### src/verilog/alr_pkg.sv
// Constants, carriers and states of the ambient light register bank
package alr_pkg;

	// ***********************************************
	// Bus address and command codes
	// ***********************************************
	localparam logic [6:0] SLAVE_ADDR  = 7'h10;
	localparam logic [7:0] CMD_CONFIG  = 8'h00;
	localparam logic [7:0] CMD_UPPER   = 8'h01;
	localparam logic [7:0] CMD_LOWER   = 8'h02;
	localparam logic [7:0] CMD_LOWPWR  = 8'h03;
	localparam logic [7:0] CMD_AMBIENT = 8'h04;
	localparam logic [7:0] CMD_WHITE   = 8'h05;
	localparam logic [7:0] CMD_STATUS  = 8'h06;
	localparam logic [7:0] CMD_IDENT   = 8'h07;

	// ***********************************************
	// Field positions, masks and reset values
	// ***********************************************
	localparam int GAIN_LSB      = 11;
	localparam int IT_LSB        = 6;
	localparam int PERS_LSB      = 4;
	localparam int EVEN_BIT      = 1;
	localparam int SD_BIT        = 0;
	localparam int LPM_LSB       = 1;
	localparam int LPE_BIT       = 0;
	localparam int LOW_FLAG_BIT  = 15;
	localparam int HIGH_FLAG_BIT = 14;
	localparam logic [15:0] CONFIG_MASK  = 16'h1bf3;
	localparam logic [15:0] LOWPWR_MASK  = 16'h0007;
	localparam logic [15:0] CONFIG_RESET = 16'h0001;
	localparam logic [15:0] BOUND_RESET  = 16'h0000;
	localparam logic [15:0] RESULT_RESET = 16'h0000;
	localparam logic [15:0] LOWPWR_RESET = 16'h0000;

	// ***********************************************
	// Carriers and states
	// ***********************************************
	typedef struct packed {
		logic [1:0] gain_select;
		logic [3:0] integration_time;
		logic [1:0] persistence_count;
		logic       event_enable;
		logic       shutdown_bit;
	} alr_cfg_t;

	typedef struct packed {
		logic [1:0] low_power_mode_select;
		logic       low_power_enable;
	} alr_lowpwr_t;

	typedef enum logic [2:0] {
		ST_IDLE = 3'b000,
		ST_ADDR = 3'b001,
		ST_CMD  = 3'b010,
		ST_WLO  = 3'b011,
		ST_WHI  = 3'b100,
		ST_RLO  = 3'b101,
		ST_RHI  = 3'b110,
		ST_DONE = 3'b111
	} alr_state_t;

endpackage

### src/verilog/alr_window_detect.sv
// Threshold window comparator with persistence filter
`timescale 1ns/1ps
module alr_window_detect #(
	parameter int CNT_W = 4
) (
	// Clock and reset
	input  wire logic        sys_clk,
	input  wire logic        sys_rst,
	// New sample
	input  wire logic        sample_valid,
	input  wire logic [15:0] sample,
	// Settings
	input  wire logic        event_enable,
	input  wire logic [15:0] upper_bound,
	input  wire logic [15:0] lower_bound,
	input  wire logic [1:0]  persistence_count,
	// Event pulses
	output logic             high_hit,
	output logic             low_hit
);

	logic [CNT_W-1:0] need;
	logic [1:0]       exceed;
	logic [1:0]       hit_reg;
	logic [1:0]       hit_next;
	logic [CNT_W-1:0] cnt_reg  [2];
	logic [CNT_W-1:0] cnt_next [2];

	// Required run length: 1, 2, 4 or 8
	// persistence run length
	assign need     = CNT_W'(1) << persistence_count;
	assign exceed   = {sample < lower_bound, sample > upper_bound};
	assign high_hit = hit_reg[0];
	assign low_hit  = hit_reg[1];

	// One counter per direction, index 0 high and 1 low
	genvar g;
	generate
		for (g = 0; g < 2; g++) begin : gen_dir
			always_comb begin
				cnt_next[g] = cnt_reg[g];
				hit_next[g] = 1'b0;
				if (!event_enable) begin
					cnt_next[g] = '0;
				end else if (sample_valid) begin
					if (!exceed[g]) begin
						cnt_next[g] = '0;
					end else if (cnt_reg[g] + CNT_W'(1) >= need) begin
						hit_next[g] = 1'b1;
						cnt_next[g] = '0;
					end else begin
						cnt_next[g] = cnt_reg[g] + CNT_W'(1);
					end
				end
			end

			always_ff @(posedge sys_clk or posedge sys_rst) begin
				if (sys_rst) begin
					cnt_reg[g] <= '0;
					hit_reg[g] <= 1'b0;
				end else begin
					cnt_reg[g] <= cnt_next[g];
					hit_reg[g] <= hit_next[g];
				end
			end
		end
	endgenerate
endmodule

### src/verilog/alr_register_bank.sv
// Register bank and serial bus slave of the ambient light sensor
// How it works
// - no event pin, status via bus only
// - code 00 is the configuration word
// - configuration resets to 0001, shut down
// - gain field bits 12:11
// - persistence 1,2,4,8 consecutive exceedances
// - bit 1 enables threshold events
// - bit 0 shuts measurement down
// - code 01 is the high bound
// - code 02 is the low bound
// - bounds only act while events enabled
// - power saving mode in bits 2:1
// - power saving enable in bit 0
// - code 04 returns the ambient result
// - code 05 returns the white result
// - code 06 returns the event status
// - bit 15 low crossing, bit 14 high
// - answers bus address 0x10 only
// - results kept in shutdown, refreshed after
`timescale 1ns/1ps
module alr_register_bank #(
	parameter logic [15:0] IDENT_WORD = 16'h5a3c // Arbitrary value
) (
	// Clock and reset
	input  wire logic        sys_clk,
	input  wire logic        sys_rst,
	// Serial bus pins
	input  wire logic        scl_in,
	input  wire logic        sda_in,
	output logic             sda_out,
	output logic             sda_oe,
	// Converter results
	input  wire logic        sample_valid,
	input  wire logic [15:0] ambient_sample,
	input  wire logic [15:0] white_sample,
	// Front end controls
	output alr_pkg::alr_cfg_t    meas_cfg,
	output alr_pkg::alr_lowpwr_t lowpwr_cfg
);

	// ***********************************************
	// Pin synchronisers and bus conditions
	// ***********************************************
	logic scl_meta, scl_sync, scl_prev;
	logic sda_meta, sda_sync, sda_prev;
	logic scl_rise, scl_fall, bus_start, bus_stop;

	// Two flops per pin, then one more for edges
	always_ff @(posedge sys_clk or posedge sys_rst) begin
		if (sys_rst) begin
			{scl_meta, scl_sync, scl_prev} <= 3'h7;
			{sda_meta, sda_sync, sda_prev} <= 3'h7;
		end else begin
			{scl_meta, scl_sync, scl_prev} <= {scl_in, scl_meta, scl_sync};
			{sda_meta, sda_sync, sda_prev} <= {sda_in, sda_meta, sda_sync};
		end
	end

	// Edges and start/stop detection
	assign scl_rise  = scl_sync & ~scl_prev;
	assign scl_fall  = ~scl_sync & scl_prev;
	assign bus_start = scl_sync & scl_prev & sda_prev & ~sda_sync;
	assign bus_stop  = scl_sync & scl_prev & ~sda_prev & sda_sync;

	// ***********************************************
	// Register state
	// ***********************************************
	logic [15:0] config_reg, config_next;
	logic [15:0] upper_reg, upper_next;
	logic [15:0] lower_reg, lower_next;
	logic [15:0] lowpwr_reg, lowpwr_next;
	logic [15:0] ambient_reg, ambient_next;
	logic [15:0] white_reg, white_next;
	logic [1:0]  flags_reg, flags_next;
	logic [15:0] status_word;
	logic [15:0] read_word;
	logic        high_hit, low_hit;

	// ***********************************************
	// Bus engine state
	// ***********************************************
	alr_pkg::alr_state_t state_reg, state_next;
	alr_pkg::alr_state_t pend_reg, pend_next;
	alr_pkg::alr_state_t target;
	logic [3:0]  bit_cnt_reg, bit_cnt_next;
	logic [7:0]  shift_reg, shift_next;
	logic [7:0]  cmd_reg, cmd_next;
	logic [7:0]  wr_lo_reg, wr_lo_next;
	logic [15:0] rd_word_reg, rd_word_next;
	logic        sda_low_reg, sda_low_next;
	logic        nack_reg, nack_next;
	logic        reading, active;
	logic [7:0]  out_byte;
	logic        wr_en;
	logic [15:0] wr_data;
	logic        rd_capture;
	logic        status_clr;

	// Open drain: only ever pull low
	assign sda_out = 1'b0;
	assign sda_oe  = sda_low_reg;

	assign reading  = (state_reg == alr_pkg::ST_RLO) || (state_reg == alr_pkg::ST_RHI);
	assign active   = (state_reg != alr_pkg::ST_IDLE) && !bus_start && !bus_stop;
	assign target   = (reading && nack_reg) ? alr_pkg::ST_DONE : pend_reg;
	assign out_byte = (state_reg == alr_pkg::ST_RHI) ? rd_word_reg[15:8] : rd_word_reg[7:0];

	assign wr_en   = active && scl_fall && (bit_cnt_reg == 4'h8)
		&& (state_reg == alr_pkg::ST_WHI);
	assign wr_data = {shift_reg, wr_lo_reg};

	// Word is snapshotted when the low byte starts
	assign rd_capture = active && scl_fall && (bit_cnt_reg == 4'h9)
		&& (target == alr_pkg::ST_RLO);
	assign status_clr = rd_capture && (cmd_reg == alr_pkg::CMD_STATUS);

	// Read multiplexer, reserved bits read zero
	// status word on code 06
	always_comb begin
		case (cmd_reg)
			alr_pkg::CMD_CONFIG:  read_word = config_reg;
			alr_pkg::CMD_UPPER:   read_word = upper_reg;
			alr_pkg::CMD_LOWER:   read_word = lower_reg;
			alr_pkg::CMD_LOWPWR:  read_word = lowpwr_reg;
			alr_pkg::CMD_AMBIENT: read_word = ambient_reg;
			alr_pkg::CMD_WHITE:   read_word = white_reg;
			alr_pkg::CMD_STATUS:  read_word = status_word;
			alr_pkg::CMD_IDENT:   read_word = IDENT_WORD;
			default:              read_word = 16'h0000;
		endcase
	end

	// Byte engine: shift on rising, drive on falling
	always_comb begin
		state_next   = state_reg;
		pend_next    = pend_reg;
		bit_cnt_next = bit_cnt_reg;
		shift_next   = shift_reg;
		cmd_next     = cmd_reg;
		wr_lo_next   = wr_lo_reg;
		rd_word_next = rd_word_reg;
		sda_low_next = sda_low_reg;
		nack_next    = nack_reg;
		if (bus_start) begin
			state_next   = alr_pkg::ST_ADDR;
			bit_cnt_next = 4'h0;
			sda_low_next = 1'b0;
		end else if (bus_stop) begin
			state_next   = alr_pkg::ST_IDLE;
			sda_low_next = 1'b0;
		end else if (state_reg != alr_pkg::ST_IDLE) begin
			if (scl_rise) begin
				if (bit_cnt_reg < 4'h8) begin
					if (!reading) begin
						shift_next = {shift_reg[6:0], sda_sync};
					end
					bit_cnt_next = bit_cnt_reg + 4'h1;
				end else if (bit_cnt_reg == 4'h9 && reading) begin
					nack_next = sda_sync;
				end
			end else if (scl_fall) begin
				if (bit_cnt_reg == 4'h8) begin
					bit_cnt_next = 4'h9;
					sda_low_next = 1'b0;
					case (state_reg)
						alr_pkg::ST_ADDR: begin
							if (shift_reg[7:1] == alr_pkg::SLAVE_ADDR) begin
								sda_low_next = 1'b1;
								pend_next    = shift_reg[0] ? alr_pkg::ST_RLO
									: alr_pkg::ST_CMD;
							end else begin
								pend_next = alr_pkg::ST_IDLE;
							end
						end
						alr_pkg::ST_CMD: begin
							sda_low_next = 1'b1;
							cmd_next     = shift_reg;
							pend_next    = alr_pkg::ST_WLO;
						end
						alr_pkg::ST_WLO: begin
							sda_low_next = 1'b1;
							wr_lo_next   = shift_reg;
							pend_next    = alr_pkg::ST_WHI;
						end
						alr_pkg::ST_WHI: begin
							sda_low_next = 1'b1;
							pend_next    = alr_pkg::ST_DONE;
						end
						alr_pkg::ST_RLO: pend_next = alr_pkg::ST_RHI;
						alr_pkg::ST_RHI: pend_next = alr_pkg::ST_RLO;
						default:         pend_next = alr_pkg::ST_DONE;
					endcase
				end else if (bit_cnt_reg == 4'h9) begin
					bit_cnt_next = 4'h0;
					sda_low_next = 1'b0;
					state_next   = target;
					if (target == alr_pkg::ST_RLO) begin
						rd_word_next = read_word;
						sda_low_next = ~read_word[7];
					end else if (target == alr_pkg::ST_RHI) begin
						sda_low_next = ~rd_word_reg[15];
					end
				end else if (reading) begin
					sda_low_next = ~out_byte[3'(4'h7 - bit_cnt_reg)];
				end
			end
		end
	end

	// Bus engine registers
	always_ff @(posedge sys_clk or posedge sys_rst) begin
		if (sys_rst) begin
			state_reg   <= alr_pkg::ST_IDLE;
			pend_reg    <= alr_pkg::ST_IDLE;
			bit_cnt_reg <= 4'h0;
			shift_reg   <= 8'h00;
			cmd_reg     <= 8'h00;
			wr_lo_reg   <= 8'h00;
			rd_word_reg <= 16'h0000;
			sda_low_reg <= 1'b0;
			nack_reg    <= 1'b0;
		end else begin
			state_reg   <= state_next;
			pend_reg    <= pend_next;
			bit_cnt_reg <= bit_cnt_next;
			shift_reg   <= shift_next;
			cmd_reg     <= cmd_next;
			wr_lo_reg   <= wr_lo_next;
			rd_word_reg <= rd_word_next;
			sda_low_reg <= sda_low_next;
			nack_reg    <= nack_next;
		end
	end

	// ***********************************************
	// Register file
	// ***********************************************
	// flags only reach the host by reads
	// low flag bit 15, high bit 14
	always_comb begin
		status_word = 16'h0000;
		status_word[alr_pkg::LOW_FLAG_BIT]  = flags_reg[1];
		status_word[alr_pkg::HIGH_FLAG_BIT] = flags_reg[0];
	end

	// Writes, result capture and flag set/clear
	always_comb begin
		config_next  = config_reg;
		upper_next   = upper_reg;
		lower_next   = lower_reg;
		lowpwr_next  = lowpwr_reg;
		ambient_next = ambient_reg;
		white_next   = white_reg;
		flags_next   = flags_reg;
		if (wr_en) begin
			case (cmd_reg)
				alr_pkg::CMD_CONFIG: config_next = wr_data & alr_pkg::CONFIG_MASK;
				alr_pkg::CMD_UPPER:  upper_next  = wr_data;
				alr_pkg::CMD_LOWER:  lower_next  = wr_data;
				alr_pkg::CMD_LOWPWR: lowpwr_next = wr_data & alr_pkg::LOWPWR_MASK;
				default:             config_next = config_reg;
			endcase
		end
		if (sample_valid && !meas_cfg.shutdown_bit) begin
			ambient_next = ambient_sample;
			white_next   = white_sample;
		end
		// Set wins over clear by read
		if (status_clr) begin
			flags_next = 2'h0;
		end
		if (high_hit) begin
			flags_next[0] = 1'b1;
		end
		if (low_hit) begin
			flags_next[1] = 1'b1;
		end
	end

	always_ff @(posedge sys_clk or posedge sys_rst) begin
		if (sys_rst) begin
			config_reg  <= alr_pkg::CONFIG_RESET;
			upper_reg   <= alr_pkg::BOUND_RESET;
			lower_reg   <= alr_pkg::BOUND_RESET;
			lowpwr_reg  <= alr_pkg::LOWPWR_RESET;
			ambient_reg <= alr_pkg::RESULT_RESET;
			white_reg   <= alr_pkg::RESULT_RESET;
			flags_reg   <= 2'h0;
		end else begin
			config_reg  <= config_next;
			upper_reg   <= upper_next;
			lower_reg   <= lower_next;
			lowpwr_reg  <= lowpwr_next;
			ambient_reg <= ambient_next;
			white_reg   <= white_next;
			flags_reg   <= flags_next;
		end
	end

	// Field decode to front end
	// gain field
	assign meas_cfg.gain_select       = config_reg[alr_pkg::GAIN_LSB +: 2];
	assign meas_cfg.integration_time  = config_reg[alr_pkg::IT_LSB +: 4];
	assign meas_cfg.persistence_count = config_reg[alr_pkg::PERS_LSB +: 2];
	assign meas_cfg.event_enable      = config_reg[alr_pkg::EVEN_BIT];
	assign meas_cfg.shutdown_bit      = config_reg[alr_pkg::SD_BIT];
	assign lowpwr_cfg.low_power_mode_select = lowpwr_reg[alr_pkg::LPM_LSB +: 2];
	assign lowpwr_cfg.low_power_enable      = lowpwr_reg[alr_pkg::LPE_BIT];

	alr_window_detect #(
		.CNT_W(4)
	) u_detect (
		.sys_clk          (sys_clk),
		.sys_rst          (sys_rst),
		.sample_valid     (sample_valid && !meas_cfg.shutdown_bit),
		.sample           (ambient_sample),
		.event_enable     (meas_cfg.event_enable),
		.upper_bound      (upper_reg),
		.lower_bound      (lower_reg),
		.persistence_count(meas_cfg.persistence_count),
		.high_hit         (high_hit),
		.low_hit          (low_hit)
	);
endmodule

### config.mk
export PLATFORM = sky130hd
export DESIGN_NAME = alr_register_bank
export DESIGN_NICKNAME = d
export VERILOG_FILES = /design/src/verilog/alr_pkg.sv /design/src/verilog/alr_window_detect.sv /design/src/verilog/alr_register_bank.sv
export SDC_FILE = /design/constraint.sdc
export NUM_CORES = 1
export LEC_CHECK = 0
export ABC_AREA = 1
export BUFFER_PORTS_ARGS = -buffer_cell sky130_fd_sc_hd__buf_2
export CAP_MARGIN = 20
export CORE_MARGIN = 4
export CORE_UTILIZATION = 55
export DETAILED_ROUTE_END_ITERATION = 10
export PLACE_DENSITY_LB_ADDON = 0.05
export SYNTH_ARGS = -nofsm -noshare
export SYNTH_HDL_FRONTEND = slang
export SYNTH_HIERARCHICAL = 1
export SYNTH_SLANG_ARGS = --single-unit
### constraint.sdc
create_clock -name sys_clk -period 6 [get_ports sys_clk]
set_input_delay 1.2 -clock sys_clk [delete_from_list [all_inputs] [get_ports sys_clk]]
set_output_delay 1.2 -clock sys_clk [all_outputs]
set_load 0.01 [all_outputs]
Word-level counts from Yosys, hierarchy flattened
Index checks and enable logic that the tools add are counted.
{ "op_classes": {"addsub": 4, "order_cmp": 6, "n_eq_ne": 23, "n_shift": 1, "n_mux": 54, "n_bitwise": 20, "n_reduce_logical": 40} }
{ "op_table": {"columns": ["operator", "count"], "rows": [
  ["case mux 16 bit (8 select lines)", 1],
  ["two-way mux 4 bit", 16],
  ["== test 8 x 3 -> 1 bit (second input constant)", 4],
  ["two-way mux 3 bit", 10],
  ["two-way mux 1 bit", 22],
  ["AND reduction 6 bit", 3],
  ["== test 8 x 2 -> 1 bit (second input constant)", 2],
  ["> comparator 16 bit", 1],
  ["< comparator 16 bit", 1],
  ["== test 3 bit (second input constant)", 5],
  ["case mux 3 bit (5 select lines)", 1],
  ["nonzero test 3 bit", 5],
  ["AND reduction 7 bit", 2],
  ["NOT 1 bit", 13],
  ["adder 4 x 1 -> 4 bit (second input constant)", 3],
  ["logical AND 1 bit", 11],
  ["AND reduction 5 bit", 2],
  ["== test 4 bit (second input constant)", 2],
  ["== test 8 x 1 -> 1 bit (second input constant)", 1],
  [">= comparator 4 bit", 2],
  ["logical NOT 8 bit", 1],
  ["two-way mux 8 bit", 1],
  ["AND reduction 2 bit", 4],
  ["AND reduction 8 bit", 1],
  ["other kinds (22)", 34]
]} }
{ "word_totals": {"reg_bits": 147, "inputBits": 37, "output_inout_bits": 15, "wordCells": 175} }

Longest topological paths before layout
Gate-level depths: netlist of the first run.
{ "logic_depth": {"depth_word": 14, "depth_mapped": 13, "mapped_depth_nobuf": 13} }

Modules after synthesis
Netlist of the first run, hierarchy kept.
{ "modules_own_cells": {"columns": ["mod", "instances", "cells_per_inst", "area_per_inst_um2", "seq_area_each_um2"], "rows": [
  ["alr_register_bank", 1, 804, 6631.4, 3437.0],
  ["alr_window_detect", 1, 230, 1595.3, 250.2]
]} }

Worst setup path after synthesis of the first run
Ideal clock, no wire load.
{ "synth_path": {"path_type": "input port to flip-flop", "from": "in sample_valid", "to": "reg u_detect/cnt_reg[0] (netlist name)", "setup_time_ps": 66, "arrival_ps": 2251, "required_time_ps": 5934, "slack_ps": 3683, "stages": 9, "path_buffers": 1, "path_cell_list": "nand2_1 > inv_2 > clkbuf_1 > nand2_2 > clkinv_1 > nand4_1 > nor2_1 > nand3_1 > nand2_1"} }
{ "synth_between": {"elab_chain_cells": 2} }
{ "synth_rtl": {"columns": ["element", "line_no", "rtl"], "rows": [
  ["from (decl)", "alr_register_bank.sv:34", "input wire logic sample_valid,"],
  ["logical AND 1 bit", "alr_register_bank.sv:316", ".sample_valid (sample_valid && !meas_cfg.shutdown_bit),"],
  ["inequality test 2 x 1 -> 1 bit (no line)", null, null],
  ["to (signal, indexed assignment)", "alr_window_detect.sv:62", "cnt_reg[g] <= cnt_next[g];"],
  ["to (decl)", "alr_window_detect.sv:26", "logic [CNT_W-1:0] cnt_reg [2];"]
]} }
Every way passes these cells.
A chain may end at the register's enable or synchronous reset.

Worst setup path after layout of the first run
{ "layout_path": {"from": "in sample_valid", "to": "reg u_detect/cnt_reg[2] (netlist name)"} }
The elaborated chain is that of the path after synthesis.

==> results of run 1 <==
-- cell usage in the layout, fill, tap and decap left out, drive strengths merged --
cell type and n:
a41oi 1, o21a 11, a21oi 27, and2 1
clkinv 4, mux2 1, nand3 64, nand4 10
ha 47, o22ai 1, nor2 57, xnor2 2
buf 52, o21bai 3, o221ai 3, and3 1
conb 1, clkinvlp 6, xor2 4, nor3 13
a21o 1, or2 1, dfrtp 140, o211ai 1
bufinv 2, inv 137, dfstp 7, o21ai 105
clkbuf 21, nand2 367
-- layout make-up --
cell class / instances / area (µm²)
fillers: 1288 / 5460
flip-flops and latches: 147 / 3690
inverters: 138 / 523
multi-input cells: 722 / 3820
well taps: 184 / 230
clock inverters: 11 / 128
clock buffers: 21 / 470
repair buffers: 52 / 265
-- stage by stage --
stage	std cells	area [µm²]	setup WS [ns]	util, %	power [mW]
floorplan	1034	8230	1.14	-	1.17
global placement	1243	8530	2.40	58.5	1.23
detailed placement	1243	8530	2.35	58.5	1.23
CTS	1275	9130	2.79	62.6	2.30
global route	1275	9130	2.59	62.6	2.37
finish	1275	9130	2.81	62.6	2.29
-- synth_stat cells (2+ instances only) --
cell,instances
nor3_2,2
clkinv_1,2
dfrtp_1,140
nor3_4,2
nor2_2,6
nand3_2,2
o221ai_1,3
nand2_1,346
clkbuf_1,7
clkbuf_8,2
inv_2,9
nand2_4,5
o21ai_2,22
o21ai_1,48
xnor2_1,2
nand4_1,8
nor2_4,2
nor2_1,48
a21oi_1,26
dfstp_2,7
o21a_1,11
ha_1,47
o21ai_0,35
xor2_1,4
inv_1,127
buf_12,3
buf_2,11
o21bai_1,3
buf_4,4
nand2_2,16
nor3_1,9
nand3_1,61
-- worst paths after layout --
kind                                       endpoint  slack (ns)  cells after the start     startpoint
worst min-delay path                       sda_sync        0.36                      0       sda_meta
worst max-delay path            u_detect/cnt_reg[2]        2.81                      9   sample_valid
worst min register to register             sda_sync        0.36                      0       sda_meta
max in group asynchronous            bit_cnt_reg[0]        3.94                      3        sys_rst
min in group asynchronous       u_detect/cnt_reg[7]        0.79                      2        sys_rst
worst max register to register  u_detect/cnt_reg[2]        3.16                      9  config_reg[0]
-- power breakdown --
part           internal [mW]  switching [mW]  total [mW]
Sequential              1.02          0.0267        1.05
Clock                  0.646           0.426        1.07
Combinational         0.0532           0.113       0.166
Total                   1.72           0.566        2.29
-- layer usage --
metal	vias to the layer above	wire length (µm)	global-route usage, %	share of wire (%)
met1	3156	10300	39.1	49
met2	191	9070	38.7	43
met5	-	0	0	0
met4	0	339	8.13	1.6
met3	23	1330	5.44	6.3
li1	3380	-	-	-
-- cells by family after synthesis --
group	count (synthesis)
AO/OA/AOI/OAI	153
XOR/XNOR	6
adder cells (fa/ha/maj)	47
buffers and inverters	165
flip-flops	147
multiplexers	1
other	1
AND/OR/NAND/NOR	514
-- worst max-delay path: cells and delay by family --
family                 cells  cell delay [ns]
and+or+nand+nor            6             1.29
buffers and inverters      3             1.06
==> impl_metrics.yaml, run 1 <==
drt:
  post_drt_via_cell_ratio: 5.29
  dr.first_iter.drc_count: 559
  first_pass_iters: 5
  totalWireLength_um: 21000
  drcViolationCount: 0
  antenna_left: 0
  num_vias: 6750
  wl_per_cell_um: 16.5
die:
  io_pins: 52
  initial_core_util_pct: 56.4
  coreArea_um2: 14600
  die_h_um: 130
  die_w_um: 130
  dieArea_um2: 17000
  row_count: 44
run_status:
  status: "complete, no violations"
logic_synthesis:
  synthAdderAreaFrac_pct: 7.15
  seq_area_frac_synth_pct: 44.8
  synth_top_area_share_pct: 42.6
  synth_area_um2: 8230
  muxShareOfSynthArea_pct: 0.137
  synth_compound_area_share_pct: 11.0
  ys_async_sr_fraction_pct: 100
  ys.flop_type: "dfrtp_1"
  synth_xor_area_share_pct: 0.639
  synth_top_family_by_area: "simple AND/OR/NAND/NOR gates"
  synth-seq-cells: 147
  synth_top_area_cell: "dfrtp_1"
  syn_nets: 1118
  yosysWarnings: 6
  yosys.area_share.simple_pct: 27.5
  syn_area_per_cell_um2: 7.96
  synth_edf_count: 0
  yosys.cell_types.count: 46
  synthCells: 1034
  synth.area.top_cells: "dfrtp_1, nand2_1, ha_1"
clock_tree:
  ctsHtreeMaxLevel: 4
  cts_resized: 0
  clockRootBuffer: "clkbuf_16"
  post-cts-setup-buffer-count: 0
  cts_buffers: 17
  clk_pin_slew_worst_paths_ns: 0.06
  cts_buffer_depth: 2
  hold_buffers: 0
  cts_sinks: 147
  clock_latency_ns: 0.43
  cts_tree: "done"
power_and_ir_drop:
  p_per_area_nw_per_um2: 251
  p_leak_nw: 4.54
  peakVddDrop_uv: 204
setup_path:
  path_class: "in -> reg"
  slowest_stage: "inv_2"
  worst_path_most_repeated_cell: "nand2_1"
  critPathLaunchType: "input pin"
  crit_arrival_ns: 3.56
  cp_cell_sequence: "buf_2, nand2_1, inv_2, nand2_2, clkinv_1, nand4_1, nor2_1, nand3_1, nand2_1"
  max_stage_delay_ns: 0.83
  cp.required_ns: 6.36
  critPathMaxFanout: 38
  critPathCaptureType: "flip-flop"
sta:
  tns_ns: 0
  fmax_mhz: 313
  max_slew_margin_pct: 30.7
  finalSetupViolCount: 0
  tightestPinTransition_ns: 1.04
  drv_slew: 0
  fin_crit_sh_pct: 53.3
  hold_viol: 0
  rsz0062_at_grt: "false"
  whs_ns: 0.356
  period_needed_ns: 3.20
  skew_ns: 0.00852
flow_run:
  max_cap_violations: 0
grt:
  grt_max_degree: 97
  overflow: 0
  antenna_found_initial: 0
  grt_usage_pct: 26.3
  grt_pass1_wl_um: 34100
  grt_pass1_vias: 6471
cells_and_area:
  areaGrowthSynthToFinish_pct: 10.9
  num_antenna_cells: 0
  fin_nets: 1162
  drive_gt1_share_pct: 15.0
place:
  io_buffers: 50
  place.gp.congestion: 0.895
  dpl.hpwl_um: 15300
worst_hold_path:
  hold_class: "reg -> reg"
(Power assumes the default switching activity.)
==> run 2: changes to the inputs <==
--- a/config.mk
+++ b/config.mk
@@ -5,7 +5,7 @@
 export SDC_FILE = /design/constraint.sdc
 export NUM_CORES = 1
 export LEC_CHECK = 0
-export ABC_AREA = 1
+export ABC_AREA = 0
 export BUFFER_PORTS_ARGS = -buffer_cell sky130_fd_sc_hd__buf_2
 export CAP_MARGIN = 20
 export CORE_MARGIN = 4
==> constraint.sdc (replaced) <==
create_clock -name sys_clk -period 2.8 [get_ports sys_clk]
set_input_delay 0.56 -clock sys_clk [delete_from_list [all_inputs] [get_ports sys_clk]]
set_output_delay 0.56 -clock sys_clk [all_outputs]
set_load 0.01 [all_outputs]
==> run 2 against run 1 <==
Against the previous run:
- combinational power is 93% higher
- clock power is 110% higher
- register-to-register slack worse by 2.9 ns
- cell area is 0.48% lower
- worst hold slack worse by 0.21 ns
- global-route usage is 0.58 points higher
- sequential power is 120% higher
- critical path depth is 4 lower
- clock-buffer cell count is 4 lower
- critical path type is now reg -> reg
- largest cell class unchanged
- highest routed layer unchanged
==> impl_metrics.yaml, run 2 <==
logic_synthesis:
  synth_xor_area_share_pct: 0.659
  ys.flop_type: "dfrtp_1"
  synth-seq-cells: 147
  yosys.area_share.simple_pct: 11.5
  synth_edf_count: 0
  yosysMostFrequentCell: "dfrtp_1"
  ys_async_sr_fraction_pct: 100
  seq_area_frac_synth_pct: 46.2
  synth_top_area_cell: "dfrtp_1"
  muxShareOfSynthArea_pct: 19.6
  synth.area.top_cells: "dfrtp_1, mux2_2, ha_1"
  synth_compound_area_share_pct: 10.6
  synth_top_area_share_pct: 43.9
  syn_area_per_cell_um2: 11.1
  yosysWarnings: 6
  synth_area_um2: 7980
  syn_nets: 804
  ys_top_cells_by_count: "dfrtp_1, mux2_2, nand2_1"
  yosys.cell_types.count: 71
  synthCells: 720
  synth_top_family_by_area: "multiplexers"
  synthAdderAreaFrac_pct: 7.37
drt:
  dr.first_iter.drc_count: 476
  antenna_left: 0
  post_drt_via_cell_ratio: 6.07
  wl_per_cell_um: 21.7
  totalWireLength_um: 21000
  num_vias: 5883
  drcViolationCount: 0
  first_pass_iters: 5
cells_and_area:
  areaGrowthSynthToFinish_pct: 13.9
  final_util_pct: 64.7
  design_area_um2: 9080
  nFillCells: 1112
  fin_cells: 969
  num_antenna_cells: 0
  final_cell_mix: "dfrtp_1, mux2_2, nand2_1"
  drive_gt1_share_pct: 29.7
  fin_nets: 860
  final_common_cell: "dfrtp_1"
place:
  place.gp.congestion: 0.908
  dp_slack_ns: 0.302
  placed_cells: 937
  io_buffers: 50
  place_area_um2: 8490
  dpl.hpwl_um: 15800
power_and_ir_drop:
  power_frac_seq_pct: 46.4
  peakVddDrop_uv: 411
  p_per_area_nw_per_um2: 539
  switchingPower_mw: 1.22
  swShare_pct: 24.9
  p_leak_nw: 4.18
  clockPowerShare_pct: 47.1
  comb_power_share_pct: 6.5
  p_int_mw: 3.68
setup_path:
  cp.required_ns: 3.14
  cp.depth: 5
  cp_cell_sequence: "and3b_1, mux4_2, mux4_2, a211o_1, o21ai_0"
  critPathCaptureType: "flip-flop"
  reg2reg_depth: 5
  crit_arrival_ns: 2.87
  critPathLaunchType: "flip-flop"
  path_class: "reg -> reg"
  cp_top_family: "multiplexers"
  max_stage_delay_ns: 0.57
  worst_path_most_repeated_cell: "mux4_2"
  rr_startpoint: "state_reg[1]"
  startpoint: "state_reg[1]"
  path_buf_inv: 0
  critPathMaxFanout: 11
  slowest_stage: "dfrtp_1"
die:
  initial_core_util_pct: 56.8
  dieArea_um2: 16500
  io_pins: 52
  row_count: 43
  die_w_um: 128
  die_h_um: 128
  coreArea_um2: 14000
run_status:
  status: "complete, no violations"
grt:
  grt_usage_pct: 26.9
  overflow: 0
  grt_pass1_vias: 6025
  grt_pass1_wl_um: 33900
  grt_max_degree: 45
  antenna_found_initial: 0
clock_tree:
  cts_buffer_depth: 2
  clk_pin_slew_worst_paths_ns: 0.06
  cts_resized: 0
  clockRootBuffer: "clkbuf_16"
  cts_tree: "done"
  clock_latency_ns: 0.43
  post-cts-setup-buffer-count: 0
  hold_buffers: 0
  cts_buffers: 17
  cts_sinks: 147
  ctsHtreeMaxLevel: 4
worst_hold_path:
  hold_class: "in -> async"
sta:
  rsz0062_at_grt: "false"
  fmax_mhz: 394
  period_needed_ns: 2.54
  skew_ns: 0.00880
  hold_viol: 0
  finalSetupViolCount: 0
  drv_slew: 0
  tightestPinTransition_ns: 0.620
  fin_crit_sh_pct: 90.6
  tns_ns: 0
  max_slew_margin_pct: 58.6
  setup_ws_ns: 0.264
flow_run:
  max_cap_violations: 0
[run 2: changes by cell type in the layout (fill, tap and decap cells not counted), sizes merged, moves of 29 or more]
cell and change:
inv -87, mux2 +107, nand2 -307, nand3 -50, nor2 -29, o21ai -72
[run 2: cells by family (layout without fill, tap and decap cells)]
family	count (synthesis)	after routing
simple gates	177	177
fa+ha+maj	47	47
xor+xnor	6	6
flops	147	147
other cells	1	1
compound gates	131	131
mux	133	133
buf+inv	78	147
[run 2: path summary, 6_finish.rpt]
check / endpoint / slack [ns]
setup reg to reg: sda_oe / 0.26
hold reg to reg: scl_sync / 0.36
hold / removal: u_detect/cnt_reg[6] / 0.15
setup / recovery: sda_oe / 0.26
max in group asynchronous: config_reg[0] / 1.86
min in group sys_clk: scl_meta / 0.23
[run 2: power groups by stage]
stage,sequential [mW],combinational [mW],clock [mW]
finish,2.27,0.320,2.30
global route,2.28,0.365,2.43
CTS,2.27,0.323,2.34
detailed placement,2.31,0.321,0
global placement,2.31,0.309,0
floorplan,2.28,0.210,0
[run 2: worst reg2reg max path, cell delays in order, from the launching register on]
cell and delay (ns):
dfrtp_1 0.57, and3b_1 0.41, mux4_2 0.54, mux4_2 0.46, a211o_1 0.31, o21ai_0 0.16
[run 2: metal layers]
layer  vias up  wire length [µm]  track usage (%)  part of all wire, %
met1      2982              9680             38.4                   46
met5         -                 0                0                    0
met2       176              9880             42.6                   47
met3        23              1120             5.15                  5.3
met4         0               330             6.99                  1.6
li1       2702                 -                -                    -
[run 2: final cells by class]
cell class | instances | area, µm² | share of cell area [%]
clock buffers | 17 | 425 | 4.68
clock inverters | 15 | 170 | 1.87
inverters | 46 | 176 | 1.94
multi-input cells | 495 | 3980 | 43.8
flip-flops and latches | 147 | 3690 | 40.6
well taps | 180 | 225 | 2.48
repair buffers | 69 | 418 | 4.60
[run 2: metrics by stage]
stage,power [mW],hold slack [ns]
detailed placement,2.63,0.350
floorplan,2.49,0.345
global placement,2.61,0.345
finish,4.89,0.150
global route,5.07,0.155
CTS,4.93,0.141
==> run 3: changes to the inputs <==
--- a/config.mk
+++ b/config.mk
@@ -16,3 +16,4 @@
 export SYNTH_HDL_FRONTEND = slang
 export SYNTH_HIERARCHICAL = 1
 export SYNTH_SLANG_ARGS = --single-unit
+export TNS_END_PERCENT = 10
==> constraint.sdc (replaced) <==
create_clock -name sys_clk -period 3.2 [get_ports sys_clk]
set_input_delay 0.64 -clock sys_clk [delete_from_list [all_inputs] [get_ports sys_clk]]
set_output_delay 0.64 -clock sys_clk [all_outputs]
set_load 0.01 [all_outputs]
==> run 3 against run 2 <==
Against the previous run:
- maximum frequency is 1.4% lower
- first-iteration DRC count up 4.2%
- die area did not move
- worst hold slack gained 0.070 ns
- clock-buffer cell count grew 1
- clock skew up 0.0025 ns
- cell area shrank 0.21%
- wire length increased by 0.26%
- via count is 1.5% lower
==> impl_metrics.yaml, run 3 (synthesis results as in run 2) <==
run_status:
  status: "complete, no violations"
sta:
  max_slew_margin_pct: 48.3
  finalSetupViolCount: 0
  whs_ns: 0.221
  period_needed_ns: 2.57
  rsz0062_at_grt: "false"
  fmax_mhz: 389
  fin_crit_sh_pct: 80.4
  tns_ns: 0
  hold_viol: 0
  skew_ns: 0.0113
  tightestPinTransition_ns: 0.773
  drv_slew: 0
drt:
  first_pass_iters: 5
  drcViolationCount: 0
  antenna_left: 0
  totalWireLength_um: 21100
  wl_per_cell_um: 21.9
  post_drt_via_cell_ratio: 6.02
  dr.first_iter.drc_count: 496
  num_vias: 5793
power_and_ir_drop:
  power_frac_seq_pct: 45.3
  switchingPower_mw: 1.04
  clockPowerShare_pct: 48.5
  comb_power_share_pct: 6.2
  p_leak_nw: 4.16
  swShare_pct: 23.6
  p_int_mw: 3.36
  peakVddDrop_uv: 365
  p_per_area_nw_per_um2: 485
  power_mw: 4.40
setup_path:
  path_buf_inv: 0
  startpoint: "cmd_reg[3]"
  cp_cell_sequence: "or4_4, or3_1, nor4_4, nand2_2, mux2_2"
  slowest_stage: "or4_4"
  critPathLaunchType: "flip-flop"
  critPathMaxFanout: 10
  crit_arrival_ns: 2.88
  rr_startpoint: "cmd_reg[3]"
  reg2reg_depth: 5
  max_stage_delay_ns: 0.54
  r2r_setup_slack_ns: 0.63
  reg2reg_to: "config_reg[9]"
  critPathCaptureType: "flip-flop"
  cp.required_ns: 3.51
  cp_top_family: "simple AND/OR/NAND/NOR gates"
  path_class: "reg -> reg"
clock_tree:
  hold_buffers: 0
  clock_latency_ns: 0.43
  cts_buffers: 17
  post-cts-setup-buffer-count: 0
  ctsHtreeMaxLevel: 4
  clk_pin_slew_worst_paths_ns: 0.06
  cts_resized: 0
  clockRootBuffer: "clkbuf_16"
  cts_buffer_depth: 2
  cts_sinks: 147
  cts_tree: "done"
grt:
  grt_pass1_vias: 5918
  grt_pass1_wl_um: 33400
  overflow: 0
  antenna_found_initial: 0
  grt_usage_pct: 26.7
  grt_max_degree: 45
cells_and_area:
  final_util_pct: 64.5
  fin_nets: 853
  drive_gt1_share_pct: 28.9
  areaGrowthSynthToFinish_pct: 13.6
  final_cell_mix: "dfrtp_1, mux2_2, nand2_1"
  final_common_cell: "dfrtp_1"
  nFillCells: 1143
  multi_input_area_um2: 3980
  design_area_um2: 9060
  register_area_um2: 3690
  num_antenna_cells: 0
die:
  coreArea_um2: 14000
  row_count: 43
  die_h_um: 128
  dieArea_um2: 16500
  io_pins: 52
  die_w_um: 128
  initial_core_util_pct: 56.8
place:
  place.gp.congestion: 0.962
  dpl.hpwl_um: 15600
  place_area_um2: 8430
  io_buffers: 50
flow_run:
  max_cap_violations: 0
worst_hold_path:
  hold_class: "in -> async"
run 3: cell count changes in the layout (fill, tap and decap cells not counted):
cell and change:
buf_4 -7, bufinv_16 +2, clkbuf_1 +1, clkinv_2 -1
clkinv_4 -2, clkinvlp_4 +2, inv_8 -2
run 3: power groups by stage:
stage / combinational [mW] / sequential [mW] / clock (mW)
final: 0.273 / 1.99 / 2.13
after global routing: 0.306 / 2.00 / 2.24
after CTS: 0.276 / 1.99 / 2.16
after detailed placement: 0.274 / 2.03 / 0
after global placement: 0.263 / 2.02 / 0
after floorplan: 0.184 / 1.99 / 0
run 3: worst register-to-register path: stages, from the launching register on:
cell	delay (ns)
dfrtp_1	0.38
or4_4	0.54
or3_1	0.46
nor4_4	0.44
nand2_2	0.28
mux2_2	0.35
run 3: final cells by class:
type                            count  area share (%)
Clock inverter                     14            2.21
Tap cell                          180            2.48
Clock buffer                       18            4.73
Multi-Input combinational cell    495            43.9
Timing Repair Buffer               62            4.03
Inverter                           46            1.95
Sequential cell                   147            40.7
run 3: worst max-delay path by stage:
stage          cells past startpoint        endpoint
2_1_floorplan                      9    wr_lo_reg[0]
3_3_place_gp                       7  rd_word_reg[2]
3_5_place_dp                       7  rd_word_reg[2]
4_1_cts                            7  rd_word_reg[2]
5_1_grt                            7  rd_word_reg[2]
6_report                           5   config_reg[9]
run 3: routing by layer:
metal	GRT usage, %	vias to the layer above	wire (µm)
met2	41.7	182	9950
met3	6.93	19	1460
met5	0	-	0
met1	37.7	2897	9350
met4	6.55	0	303
li1	-	2695	-
run 3: metrics by stage:
stage	worst slack, ns	instances
floorplan	0.719	720
global placement	0.622	930
detailed placement	0.645	930
CTS	0.629	962
global route	0.466	962
finish	0.628	962
